### src/verilog/gptu_pkg.sv
// shared constants, types and register map of the general purpose timer unit
// Behaviour
// - core timer toggle latch inverts on every core overflow or underflow.
// - core latch can drive toggle output pin and clock either aux timer.
// - aux timer acts as capture or reload register and stops counting then.
// - capture-role aux timer copies core count on its own pin edge.
// - reload-role aux timer loads core on pin edge or selected latch transition.
// - opposite-edge reloads from both aux timers give continuous pwm waveform.
// - second module timers tick no faster than eight half clock periods.
// - second module has two up/down timers plus capture/reload register.
// - second core latch inverts on wrap and can clock second module timer.
// - second core timer wrap can reload it from capture/reload register.
// - capture pin edge latches second module timer, optional clear afterwards.
// - capture may instead trigger on core count input, direction input, or both.
// - five 16-bit timers, each independent or chained within its module.
// - first module modes timer, gated, counter, incremental; sixteen half periods minimum in timer and gated modes.
// - first module direction set by software, flipped by direction pin level.
// - incremental mode derives count and direction from quadrature pins.
package gptu_pkg;
   // ************************************************************
   // timing
   // ************************************************************
   localparam int CLK_PERIOD_NS = 10;
   localparam int TCL_NS        = CLK_PERIOD_NS / 2;
   localparam int G1_RES_TCL    = 16;
   localparam int G2_RES_TCL    = 8;
   localparam int G1_BASE_CYC   = (G1_RES_TCL * TCL_NS + CLK_PERIOD_NS - 1) / CLK_PERIOD_NS;
   localparam int G2_BASE_CYC   = (G2_RES_TCL * TCL_NS + CLK_PERIOD_NS - 1) / CLK_PERIOD_NS;

   // ************************************************************
   // timer indices
   // ************************************************************
   localparam int TW       = 16;
   localparam int NTMR     = 5;
   localparam int IX_AUXA  = 0;
   localparam int IX_CORE  = 1;
   localparam int IX_AUXB  = 2;
   localparam int IX_T5    = 3;
   localparam int IX_T6    = 4;
   localparam int NIRQ     = 6;
   localparam int IRQ_CAP  = 5;

   // ************************************************************
   // register map (byte addresses)
   // ************************************************************
   localparam logic [7:0] OFS_CTL0   = 8'h00;
   localparam logic [7:0] OFS_CNT0   = 8'h14;
   localparam logic [7:0] OFS_CAPTURE_RELOAD_REGISTER = 8'h28;
   localparam logic [7:0] OFS_ISTAT  = 8'h2c;
   localparam logic [7:0] OFS_IMASK  = 8'h30;
   localparam logic [7:0] OFS_STATUS = 8'h34;

   // ************************************************************
   // types
   // ************************************************************
   typedef enum logic [1:0] {MODE_TIMER, MODE_GATED, MODE_COUNTER, MODE_INCR} gptu_mode_t;
   typedef enum logic [1:0] {ROLE_NONE, ROLE_CAPTURE, ROLE_RELOAD, ROLE_SPARE} gptu_role_t;

   typedef struct packed {
      logic [2:0]  pre;      // prescaler exponent
      logic        out_en;   // core latch onto pin
      logic [1:0]  cap_sel;  // capture source, second module
      logic        clr_cap;  // clear after capture
      logic        rl_ext;   // reload on pin edge
      logic        rl_fall;  // reload on latch fall
      logic        rl_rise;  // reload on latch rise
      gptu_role_t  role;
      logic        tclk;     // clocked by partner latch
      logic        glvl;     // active gate level / edge
      logic        run;
      logic        xdir;     // direction pin may flip
      logic        down;
      gptu_mode_t  mode;
   } gptu_ctl_t;

   localparam int          CTL_W    = $bits(gptu_ctl_t);
   localparam gptu_ctl_t   CTL_RST  = '0;
   localparam logic [15:0] CNT_RST  = 16'h0000;
   localparam logic [15:0] PRE_RST  = 16'h0000;
   localparam logic [5:0]  IRQ_RST  = 6'h00;
endpackage : gptu_pkg

### src/verilog/gptu_tmr.sv
// one 16-bit up/down timer cell with load, clear and wrap detect
`timescale 1ns/1ps
module gptu_tmr #(
   parameter int W = 16
) (
   // clock and reset
   input  wire logic         i_mclk,
   input  wire logic         i_arst_n,
   // control
   input  wire logic         i_cnt_en,
   input  wire logic         i_up,
   input  wire logic         i_load,
   input  wire logic [W-1:0] i_load_val,
   input  wire logic         i_clr,
   // state
   output logic      [W-1:0] o_cnt,
   output logic              o_wrap
);
   logic [W-1:0] cnt_r;

   // wrap only when a count step passes an end of the range
   assign o_wrap = i_cnt_en && (i_up ? (&cnt_r) : (cnt_r == '0));
   assign o_cnt  = cnt_r;

   // load beats clear beats count, so a reload replaces the wrap value
   always_ff @(posedge i_mclk or negedge i_arst_n) begin
      if (!i_arst_n) begin
         cnt_r <= '0;
      end else if (i_load) begin
         cnt_r <= i_load_val;
      end else if (i_clr) begin
         cnt_r <= '0;
      end else if (i_cnt_en) begin
         cnt_r <= i_up ? cnt_r + 1'b1 : cnt_r - 1'b1;
      end
   end
endmodule : gptu_tmr

### src/verilog/gptu_top.sv
// two-module general purpose timer unit with ahb-lite register slave
`timescale 1ns/1ps
module gptu_top (
   // clock and reset
   input  wire logic        i_mclk,
   input  wire logic        i_arst_n,
   // ahb-lite slave
   input  wire logic        i_hsel,
   input  wire logic [31:0] i_haddr,
   input  wire logic [1:0]  i_htrans,
   input  wire logic        i_hwrite,
   input  wire logic [2:0]  i_hsize,
   input  wire logic [31:0] i_hwdata,
   input  wire logic        i_hready,
   output logic      [31:0] o_hrdata,
   output logic             o_hreadyout,
   output logic             o_hresp,
   // timer pins, index 0 aux a, 1 core, 2 aux b
   input  wire logic [2:0]  i_timer_gate_count_input,
   input  wire logic [2:0]  i_timer_direction_input,
   input  wire logic        i_capture_input_pin,
   // outputs
   output logic             o_toggle_output_pin,
   output logic             o_irq
);
   // ************************************************************
   // declarations
   // ************************************************************
   gptu_pkg::gptu_ctl_t ctl_r [gptu_pkg::NTMR];
   logic [15:0]         cnt   [gptu_pkg::NTMR];
   logic [15:0]         ldv   [gptu_pkg::NTMR];
   logic [4:0]          wrap, en, up, load, clr;
   logic [4:0]          sw_ctl, sw_cnt;
   logic [15:0]         capture_reload_register_r, pre_cnt_r;
   logic [5:0]          istat_r, istat_nxt, imask_r;
   logic                core_latch_r, sec_latch_r;
   logic                core_rise, core_fall;
   logic [2:0]          rl_trig, cap_trig;
   logic                cap2_trig;
   logic [6:0]          pin_s1_r, pin_s2_r, pin_s3_r, pin_edge;
   logic                wr_pend_r, rd_pend_r;
   logic [7:0]          addr_r;
   logic [31:0]         rd_val;
   logic                take;

   // ************************************************************
   // pin synchronisers
   // ************************************************************
   // bits 0..2 gate/count, 3..5 direction, 6 capture pin
   always_ff @(posedge i_mclk or negedge i_arst_n) begin
      if (!i_arst_n) begin
         pin_s1_r <= 7'h00;
         pin_s2_r <= 7'h00;
         pin_s3_r <= 7'h00;
      end else begin
         pin_s1_r <= {i_capture_input_pin, i_timer_direction_input, i_timer_gate_count_input};
         pin_s2_r <= pin_s1_r;
         pin_s3_r <= pin_s2_r;
      end
   end
   assign pin_edge = pin_s2_r ^ pin_s3_r;  // edges seen after the second flop only

   // ************************************************************
   // prescaler
   // ************************************************************
   // one free-running counter serves every timer; ticks are masks of it
   always_ff @(posedge i_mclk or negedge i_arst_n) begin
      if (!i_arst_n) begin
         pre_cnt_r <= gptu_pkg::PRE_RST;
      end else begin
         pre_cnt_r <= pre_cnt_r + 16'h0001;
      end
   end
   function automatic logic tick_at(input logic [15:0] pc, input int base, input logic [2:0] pre);
      logic [15:0] m;
      m = (16'(base) << pre) - 16'h0001;
      return (pc & m) == m;
   endfunction : tick_at

   // ************************************************************
   // latch transitions and triggers
   // ************************************************************
   assign core_rise = wrap[gptu_pkg::IX_CORE] & ~core_latch_r;
   assign core_fall = wrap[gptu_pkg::IX_CORE] & core_latch_r;

   // aux capture/reload triggers; index 1 unused
   always_comb begin
      rl_trig  = 3'b000;
      cap_trig = 3'b000;
      for (int i = 0; i < 3; i += 2) begin
         cap_trig[i] = (ctl_r[i].role == gptu_pkg::ROLE_CAPTURE) && pin_edge[i];
         rl_trig[i]  = (ctl_r[i].role == gptu_pkg::ROLE_RELOAD) &&
                       ((ctl_r[i].rl_ext && pin_edge[i]) ||
                        (ctl_r[i].rl_rise && core_rise) ||
                        (ctl_r[i].rl_fall && core_fall));
      end
   end

   // second module capture source: pin, or core count/direction inputs
   always_comb begin
      cap2_trig = 1'b0;
      if (ctl_r[gptu_pkg::IX_T5].role == gptu_pkg::ROLE_CAPTURE) begin
         if (ctl_r[gptu_pkg::IX_T5].cap_sel == 2'b00) begin
            cap2_trig = pin_edge[6];
         end else begin
            cap2_trig = (ctl_r[gptu_pkg::IX_T5].cap_sel[0] && pin_edge[1]) ||
                        (ctl_r[gptu_pkg::IX_T5].cap_sel[1] && pin_edge[4]);
         end
      end
   end

   // ************************************************************
   // count enables and directions
   // ************************************************************
   always_comb begin
      logic ev;
      logic gin;
      logic din;
      ev = 1'b0;
      gin = 1'b0;
      din = 1'b0;
      en = 5'b00000;
      up = 5'b00000;
      // first module
      for (int i = 0; i < 3; i++) begin
         gin = pin_s2_r[i];
         din = pin_s2_r[3+i];
         case (ctl_r[i].mode)
            gptu_pkg::MODE_TIMER:   ev = tick_at(pre_cnt_r, gptu_pkg::G1_BASE_CYC, ctl_r[i].pre);
            gptu_pkg::MODE_GATED:   ev = tick_at(pre_cnt_r, gptu_pkg::G1_BASE_CYC, ctl_r[i].pre) &&
                                         (gin == ctl_r[i].glvl);
            gptu_pkg::MODE_COUNTER: ev = pin_edge[i] && (gin == ctl_r[i].glvl);
            gptu_pkg::MODE_INCR:    ev = pin_edge[i] || pin_edge[3+i];
            default:                ev = 1'b0;
         endcase
         // aux timers chained to the core latch count its transitions
         if (i != gptu_pkg::IX_CORE && ctl_r[i].tclk) begin
            ev = wrap[gptu_pkg::IX_CORE];
         end
         // aux timers serving as capture/reload registers are frozen
         en[i] = ctl_r[i].run && ev &&
                 !(i != gptu_pkg::IX_CORE && ctl_r[i].role != gptu_pkg::ROLE_NONE);
         if (ctl_r[i].mode == gptu_pkg::MODE_INCR) begin
            up[i] = pin_edge[i] ? (gin != din) : (gin == din);
         end else begin
            up[i] = !(ctl_r[i].down ^ (ctl_r[i].xdir && din));
         end
      end
      // second module
      en[gptu_pkg::IX_T6] = ctl_r[gptu_pkg::IX_T6].run &&
                            tick_at(pre_cnt_r, gptu_pkg::G2_BASE_CYC, ctl_r[gptu_pkg::IX_T6].pre);
      en[gptu_pkg::IX_T5] = ctl_r[gptu_pkg::IX_T5].run &&
                            (ctl_r[gptu_pkg::IX_T5].tclk ? wrap[gptu_pkg::IX_T6] :
                             tick_at(pre_cnt_r, gptu_pkg::G2_BASE_CYC, ctl_r[gptu_pkg::IX_T5].pre));
      up[gptu_pkg::IX_T5] = !ctl_r[gptu_pkg::IX_T5].down;
      up[gptu_pkg::IX_T6] = !ctl_r[gptu_pkg::IX_T6].down;
   end

   // ************************************************************
   // loads and clears
   // ************************************************************
   // software writes take priority over every hardware load
   always_comb begin
      for (int i = 0; i < gptu_pkg::NTMR; i++) begin
         load[i] = sw_cnt[i];
         ldv[i]  = i_hwdata[15:0];
         clr[i]  = 1'b0;
      end
      for (int i = 0; i < 3; i += 2) begin
         if (!sw_cnt[i] && cap_trig[i]) begin
            load[i] = 1'b1;
            ldv[i]  = cnt[gptu_pkg::IX_CORE];
         end
      end
      // aux a wins if both reload in the same cycle
      if (!sw_cnt[gptu_pkg::IX_CORE] && (rl_trig[0] || rl_trig[2])) begin
         load[gptu_pkg::IX_CORE] = 1'b1;
         ldv[gptu_pkg::IX_CORE]  = rl_trig[0] ? cnt[gptu_pkg::IX_AUXA] : cnt[gptu_pkg::IX_AUXB];
      end
      if (!sw_cnt[gptu_pkg::IX_T6] && wrap[gptu_pkg::IX_T6] &&
          ctl_r[gptu_pkg::IX_T6].role == gptu_pkg::ROLE_RELOAD) begin
         load[gptu_pkg::IX_T6] = 1'b1;
         ldv[gptu_pkg::IX_T6]  = capture_reload_register_r;
      end
      clr[gptu_pkg::IX_T5] = cap2_trig && ctl_r[gptu_pkg::IX_T5].clr_cap;
   end

   // ************************************************************
   // timer cells
   // ************************************************************
   for (genvar g = 0; g < gptu_pkg::NTMR; g++) begin : g_tmr
      gptu_tmr #(.W(gptu_pkg::TW)) u_tmr (
         .i_mclk     (i_mclk),
         .i_arst_n   (i_arst_n),
         .i_cnt_en   (en[g]),
         .i_up       (up[g]),
         .i_load     (load[g]),
         .i_load_val (ldv[g]),
         .i_clr      (clr[g]),
         .o_cnt      (cnt[g]),
         .o_wrap     (wrap[g])
      );
   end

   // ************************************************************
   // toggle latches, capture register, output pin
   // ************************************************************
   always_ff @(posedge i_mclk or negedge i_arst_n) begin
      if (!i_arst_n) begin
         core_latch_r <= 1'b0;
         sec_latch_r  <= 1'b0;
      end else begin
         core_latch_r <= core_latch_r ^ wrap[gptu_pkg::IX_CORE];
         sec_latch_r  <= sec_latch_r ^ wrap[gptu_pkg::IX_T6];
      end
   end
   // a hardware capture wins over a software write in the same cycle
   always_ff @(posedge i_mclk or negedge i_arst_n) begin
      if (!i_arst_n) begin
         capture_reload_register_r <= gptu_pkg::CNT_RST;
      end else if (cap2_trig) begin
         capture_reload_register_r <= cnt[gptu_pkg::IX_T5];
      end else if (wr_pend_r && addr_r == gptu_pkg::OFS_CAPTURE_RELOAD_REGISTER) begin
         capture_reload_register_r <= i_hwdata[15:0];
      end
   end

   always_ff @(posedge i_mclk or negedge i_arst_n) begin
      if (!i_arst_n) begin
         o_toggle_output_pin <= 1'b0;
      end else begin
         o_toggle_output_pin <= ctl_r[gptu_pkg::IX_CORE].out_en & core_latch_r;
      end
   end

   // ************************************************************
   // interrupts
   // ************************************************************
   // a new event outranks a write-one clear in the same cycle
   always_comb begin
      istat_nxt = istat_r;
      if (wr_pend_r && addr_r == gptu_pkg::OFS_ISTAT) begin
         istat_nxt = istat_nxt & ~i_hwdata[5:0];
      end
      istat_nxt = istat_nxt | {cap2_trig, wrap[4:3], wrap[2:0] | cap_trig};
   end

   always_ff @(posedge i_mclk or negedge i_arst_n) begin
      if (!i_arst_n) begin
         istat_r <= gptu_pkg::IRQ_RST;
         imask_r <= gptu_pkg::IRQ_RST;
         o_irq   <= 1'b0;
      end else begin
         istat_r <= istat_nxt;
         if (wr_pend_r && addr_r == gptu_pkg::OFS_IMASK) begin
            imask_r <= i_hwdata[5:0];
         end
         o_irq <= |(istat_nxt & imask_r);
      end
   end

   // ************************************************************
   // ahb-lite slave
   // ************************************************************
   // reads add one wait state so a write just before is already visible
   assign take = i_hsel && i_htrans[1] && i_hready && (i_hsize == 3'b010);

   always_ff @(posedge i_mclk or negedge i_arst_n) begin
      if (!i_arst_n) begin
         wr_pend_r   <= 1'b0;
         rd_pend_r   <= 1'b0;
         addr_r      <= 8'h00;
         o_hreadyout <= 1'b1;
         o_hresp     <= 1'b0;
         o_hrdata    <= 32'h0000_0000;
      end else begin
         wr_pend_r <= take && i_hwrite;
         rd_pend_r <= take && !i_hwrite;
         if (take) begin
            addr_r <= i_haddr[7:0];
         end
         o_hreadyout <= !(take && !i_hwrite);
         o_hresp     <= 1'b0;
         if (rd_pend_r) begin
            o_hrdata <= rd_val;
         end
      end
   end

   // write strobes per timer
   always_comb begin
      for (int i = 0; i < gptu_pkg::NTMR; i++) begin
         sw_ctl[i] = wr_pend_r && addr_r == gptu_pkg::OFS_CTL0 + 8'(4 * i);
         sw_cnt[i] = wr_pend_r && addr_r == gptu_pkg::OFS_CNT0 + 8'(4 * i);
      end
   end
   always_ff @(posedge i_mclk or negedge i_arst_n) begin
      if (!i_arst_n) begin
         for (int i = 0; i < gptu_pkg::NTMR; i++) begin
            ctl_r[i] <= gptu_pkg::CTL_RST;
         end
      end else begin
         for (int i = 0; i < gptu_pkg::NTMR; i++) begin
            if (sw_ctl[i]) begin
               ctl_r[i] <= gptu_pkg::gptu_ctl_t'(i_hwdata[gptu_pkg::CTL_W-1:0]);
            end
         end
      end
   end

   // read mux; unmapped addresses read zero
   always_comb begin
      rd_val = 32'h0000_0000;
      for (int i = 0; i < gptu_pkg::NTMR; i++) begin
         if (addr_r == gptu_pkg::OFS_CTL0 + 8'(4 * i)) begin
            rd_val = {{(32 - gptu_pkg::CTL_W){1'b0}}, ctl_r[i]};
         end
         if (addr_r == gptu_pkg::OFS_CNT0 + 8'(4 * i)) begin
            rd_val = {16'h0000, cnt[i]};
         end
      end
      case (addr_r)
         gptu_pkg::OFS_CAPTURE_RELOAD_REGISTER: rd_val = {16'h0000, capture_reload_register_r};
         gptu_pkg::OFS_ISTAT:  rd_val = {26'h0, istat_r};
         gptu_pkg::OFS_IMASK:  rd_val = {26'h0, imask_r};
         gptu_pkg::OFS_STATUS: rd_val = {30'h0, sec_latch_r, core_latch_r};
         default:              rd_val = rd_val;
      endcase
   end

   // ************************************************************
   // assertions
   // ************************************************************
   logic [3:0] g1_gap_r;
   always_ff @(posedge i_mclk or negedge i_arst_n) begin
      if (!i_arst_n) begin
         g1_gap_r <= 4'hf;
      end else begin
         g1_gap_r <= en[gptu_pkg::IX_CORE] ? 4'h0 : (g1_gap_r == 4'hf ? g1_gap_r : g1_gap_r + 4'h1);
      end
   end
endmodule : gptu_top

### config.mk
export PLATFORM = sky130hd
export DESIGN_NAME = gptu_top
export DESIGN_NICKNAME = d
export VERILOG_FILES = /design/src/verilog/gptu_pkg.sv /design/src/verilog/gptu_tmr.sv /design/src/verilog/gptu_top.sv
export SDC_FILE = /design/constraint.sdc
export NUM_CORES = 1
export LEC_CHECK = 0
export BUFFER_PORTS_ARGS = -buffer_cell sky130_fd_sc_hd__buf_2
export CAP_MARGIN = 15
export CORE_ASPECT_RATIO = 0.9
export CORE_MARGIN = 2
export CORE_UTILIZATION = 65
export DETAILED_ROUTE_END_ITERATION = 12
export PLACE_DENSITY = 0.88
export SYNTH_ARGS = -nofsm -noshare
export SYNTH_HDL_FRONTEND = slang
export SYNTH_SLANG_ARGS = --single-unit
### constraint.sdc
create_clock -name i_mclk -period 7.7 [get_ports i_mclk]
set_clock_uncertainty 0.1 [all_clocks]
set_input_delay 1.155 -clock i_mclk [delete_from_list [all_inputs] [get_ports i_mclk]]
set_output_delay 1.155 -clock i_mclk [all_outputs]
set_load 0.005 [all_outputs]
==> metrics.md <==
| Metric | Value |
|---|---|
| MaxCap Viol Count | `0` |
| FP Rows | `57` |
| Buf+Inv Stages, Crit Path | `2` |
| Data required, critical path | `8.03 ns` |
| Switching Share | `40.2%` |
| Clock sinks | `274` |
| Slowest CP cell | `nand2_1` |
| Crit path largest cell delay | `0.52 ns` |
| PnR Total Power | `5.74 mW` |
| Clock Latency Late Sink | `0.58 ns` |
| Fin cells | `2311` |
| Final WL | `56300 um` |
| CP cell instances | `or3_1 > ha_1 > a2111oi_0 > o21ai_0 > a41oi_2 > buf_4 > nor2_1 > ha_1 > a222oi_1 > nor3b_1 > buf_4 > nor3_1 > nand2_1 > o22ai_1 > nor3b_1` |
| Slew Limit Fails | `0` |
| Routed vias/inst | `7.15` |
| Syn avg cell area | `9.26 um2` |
| Register area | `6860 um2` |
| CTS clock-pin slew for the worst setup and hold paths | `0.06 ns` |
| WL/cell | `24.4 um` |
| FFs w/ async S/R, synth | `100%` |
| Min-Delay Path Class | `flop to flop` |
| RSZ-0062 raised after global routing | `no` |
| First drt pass iteration count | `12` |
| Number of synthesized register bits | `274` |
| Post-route setup TNS | `0 ns` |
| Dpl cell area | `18300 um2` |
| CTS root buf | `clkbuf_16` |
| Commonest non-fill, non-tap cell in the layout | `dfrtp_1` |
| Fillers | `1939` |
| Initial antenna violation count | `0` |
| Worst slew margin | `20.9%` |
| Vias in the first global route | `15994` |
| Number of synthesized flops with an enable pin | `0` |
| Tmin final | `4.81 ns` |
| Worst setup EP type | `flop` |
| Cts bufs inserted | `28` |
| Synthesized cell area | `17900 um2` |
| CTS max path bufs | `3` |
| CP startpoint kind | `flop` |
| # DRC | `0` |
| Sequential area share after synthesis | `38.3%` |
| Leak pwr | `8.13 nW` |
| Port Buffers | `64` |
| DIE AREA | `28900 um2` |
| GRT Total Usage | `39.1%` |
| Core box area | `27000 um2` |
| Worst Path Class, Setup | `flop to flop` |
| Max FO, Critical Path | `17` |
| Proportion of layout cells with a drive suffix above 1 | `13.6%` |
| N_diodes | `0` |
| Hpwl dp | `38100 um` |
| Final Hold Fails | `0` |
| CTS tree | `yes` |
| # hold bufs at CTS | `0` |
| NetSw | `2.31 mW` |
| Pin count of the biggest net entering global routing | `152` |
| Comb power frac | `36.1%` |
| Fin nets | `2111` |
| Post-synth cell types | `84` |
| Synth warnings | `0` |
| Die Height | `161 um` |
| Post-synth top flop | `dfrtp_1` |
| GPL Wtd Cong | `1.03` |
| Top Ports | `117` |
| Global-route wire length before repair | `88000 um` |
| Worst-margin pin slew | `1.18 ns` |
| Tcrit/Tclk final | `62.5%` |
| Cells after synthesis | `1932` |
| Internal Pwr Total | `3.43 mW` |
| Post-CTS Setup Inserts | `0` |
| Flop pwr share | `39.4%` |
| Starting Density | `66.2%` |
| Initial DRC count | `2084` |
| Antenna-violating nets left | `0` |
| Delay-heaviest family, CP | `simple AND/OR/NAND/NOR gates` |
| Post-cts resize count | `0` |
| Commonest non-fill, non-tap cells in the layout | `273 x dfrtp_1, 158 x nand2_1, 153 x nor2_1, 136 x o21ai_0, 114 x a21oi_1` |
| Setup WS post-layout | `2.89 ns` |
| Pre-CTS WS | `3.11 ns` |
| Design area | `19300 um2` |
| Critical Path AT | `5.15 ns` |
| Die extent in x | `179 um` |
| Via Count | `16527` |
| Pwr dens | `298 nW/um2` |
| Max IR drop VDD | `0.279 mV` |
| Setup violations, final | `0` |
| Status | `finished, final reports clean` |
| Area of the multi-input gates | `10300 um2` |
| H-tree depth | `1` |
| Layout Area Growth over Synthesis | `7.64%` |
| Clock power frac | `24.5%` |
| Placed insts | `2262` |
| Max Fclk | `208 MHz` |
| Remaining Overflow, GRT | `0` |
[final cells by class]
cell class / instances / area share, %
tap: 354 / 2.30
clock buffer: 39 / 4.11
timing repair buffer: 85 / 2.60
sequential: 274 / 35.6
inverter: 62 / 1.21
multi-input combinational: 1487 / 53.4
clock inverter: 10 / 0.741
[registers in the layout (all words and copies together), names as in the netlist, 7 cells and up]
register                   count
ctl_r                         95
addr_r                         8
g_tmr.u_tmr.o_cnt             80
pin_s3_r                       7
pre_cnt_r                     16
o_hrdata                      19
pin_s2_r                       7
capture_reload_register_r     16
pin_s1_r                       7
[synthesized netlist by cell type (46+ instances only)]
| cell type | instances | share of area [%] |
|---|---|---|
| o22ai_1 | 46 | 1.6 |
| o21ai_0 | 136 | 3.8 |
| inv_1 | 61 | 1.3 |
| nor2_1 | 153 | 3.2 |
| dfrtp_1 | 273 | 38 |
| xnor2_1 | 55 | 2.7 |
| mux2_2 | 112 | 7.0 |
| nor3_1 | 48 | 1.3 |
| a21oi_1 | 114 | 3.2 |
| mux2i_1 | 56 | 3.1 |
| ha_1 | 87 | 6.1 |
| clkbuf_1 | 87 | 1.8 |
| nand2_1 | 158 | 3.3 |
[worst register-to-register path, cell delays in order, from the launching register on]
cell and delay [ns]:
dfrtp_1 0.48, or3_1 0.41, ha_1 0.24, a2111oi_0 0.34, o21ai_0 0.15, a41oi_2 0.21, buf_4 0.27, nor2_1 0.14
ha_1 0.24, a222oi_1 0.44, nor3b_1 0.10, buf_4 0.21, nor3_1 0.42, nand2_1 0.52, o22ai_1 0.34, nor3b_1 0.07
[logic make-up after synthesis]
family                   Yosys count  synth area share [%]
AND/OR/NAND/NOR                  562                  15.3
buffers and inverters            184                  4.49
multiplexers                     168                  10.2
other                              1                0.0210
flip-flops                       274                  38.3
AO/OA/AOI/OAI                    570                  21.1
adder cells (fa/ha/maj)           92                  6.64
XOR/XNOR                          81                  3.97
[routing by layer]
layer  GRT usage [%]  share of wire [%]  vias to the layer above
li1                -                  -                     7169
met1            51.9                 37                     7806
met2            57.8                 42                     1200
met3            11.0                 14                      352
met4            21.3                7.1                        0
met5               0                  0                        -
[final timing paths]
path	startpoint	to	slack, ns	cells past startpoint
setup / recovery	ctl_r[75]$_DFFE_PN0P_	g_tmr[1].u_tmr.o_cnt[15]$_DFFE_PN0P_	2.89	15
hold reg to reg	pin_s1_r[0]$_DFF_PN0_	pin_s2_r[0]$_DFF_PN0_	0.25	0
max in group asynchronous	i_arst_n	o_toggle_output_pin$_DFF_PN0_	5.61	2
hold / removal	pin_s1_r[0]$_DFF_PN0_	pin_s2_r[0]$_DFF_PN0_	0.25	0
min in group asynchronous	i_arst_n	pre_cnt_r[9]$_DFF_PN0_	0.54	1
setup reg to reg	ctl_r[75]$_DFFE_PN0P_	g_tmr[1].u_tmr.o_cnt[15]$_DFFE_PN0P_	2.89	15
[through the flow]
| step | utilization [%] | hold WS, ns |
|---|---|---|
| floorplan | - | 0.231 |
| global placement | 67.8 | 0.233 |
| detailed placement | 67.8 | 0.236 |
| CTS | 71.2 | 0.250 |
| global route | 71.2 | 0.252 |
| finish | 71.2 | 0.248 |
[power by group through the flow]
stage | registers (mW) | logic [mW] | clock network, mW
floorplan | 1.96 | 1.63 | 0
global placement | 2.21 | 1.92 | 0
detailed placement | 2.23 | 2.01 | 0
CTS | 2.20 | 2.04 | 1.41
global route | 2.26 | 2.30 | 1.47
finish | 2.26 | 2.07 | 1.40
Power figures use the tool's default switching activity.
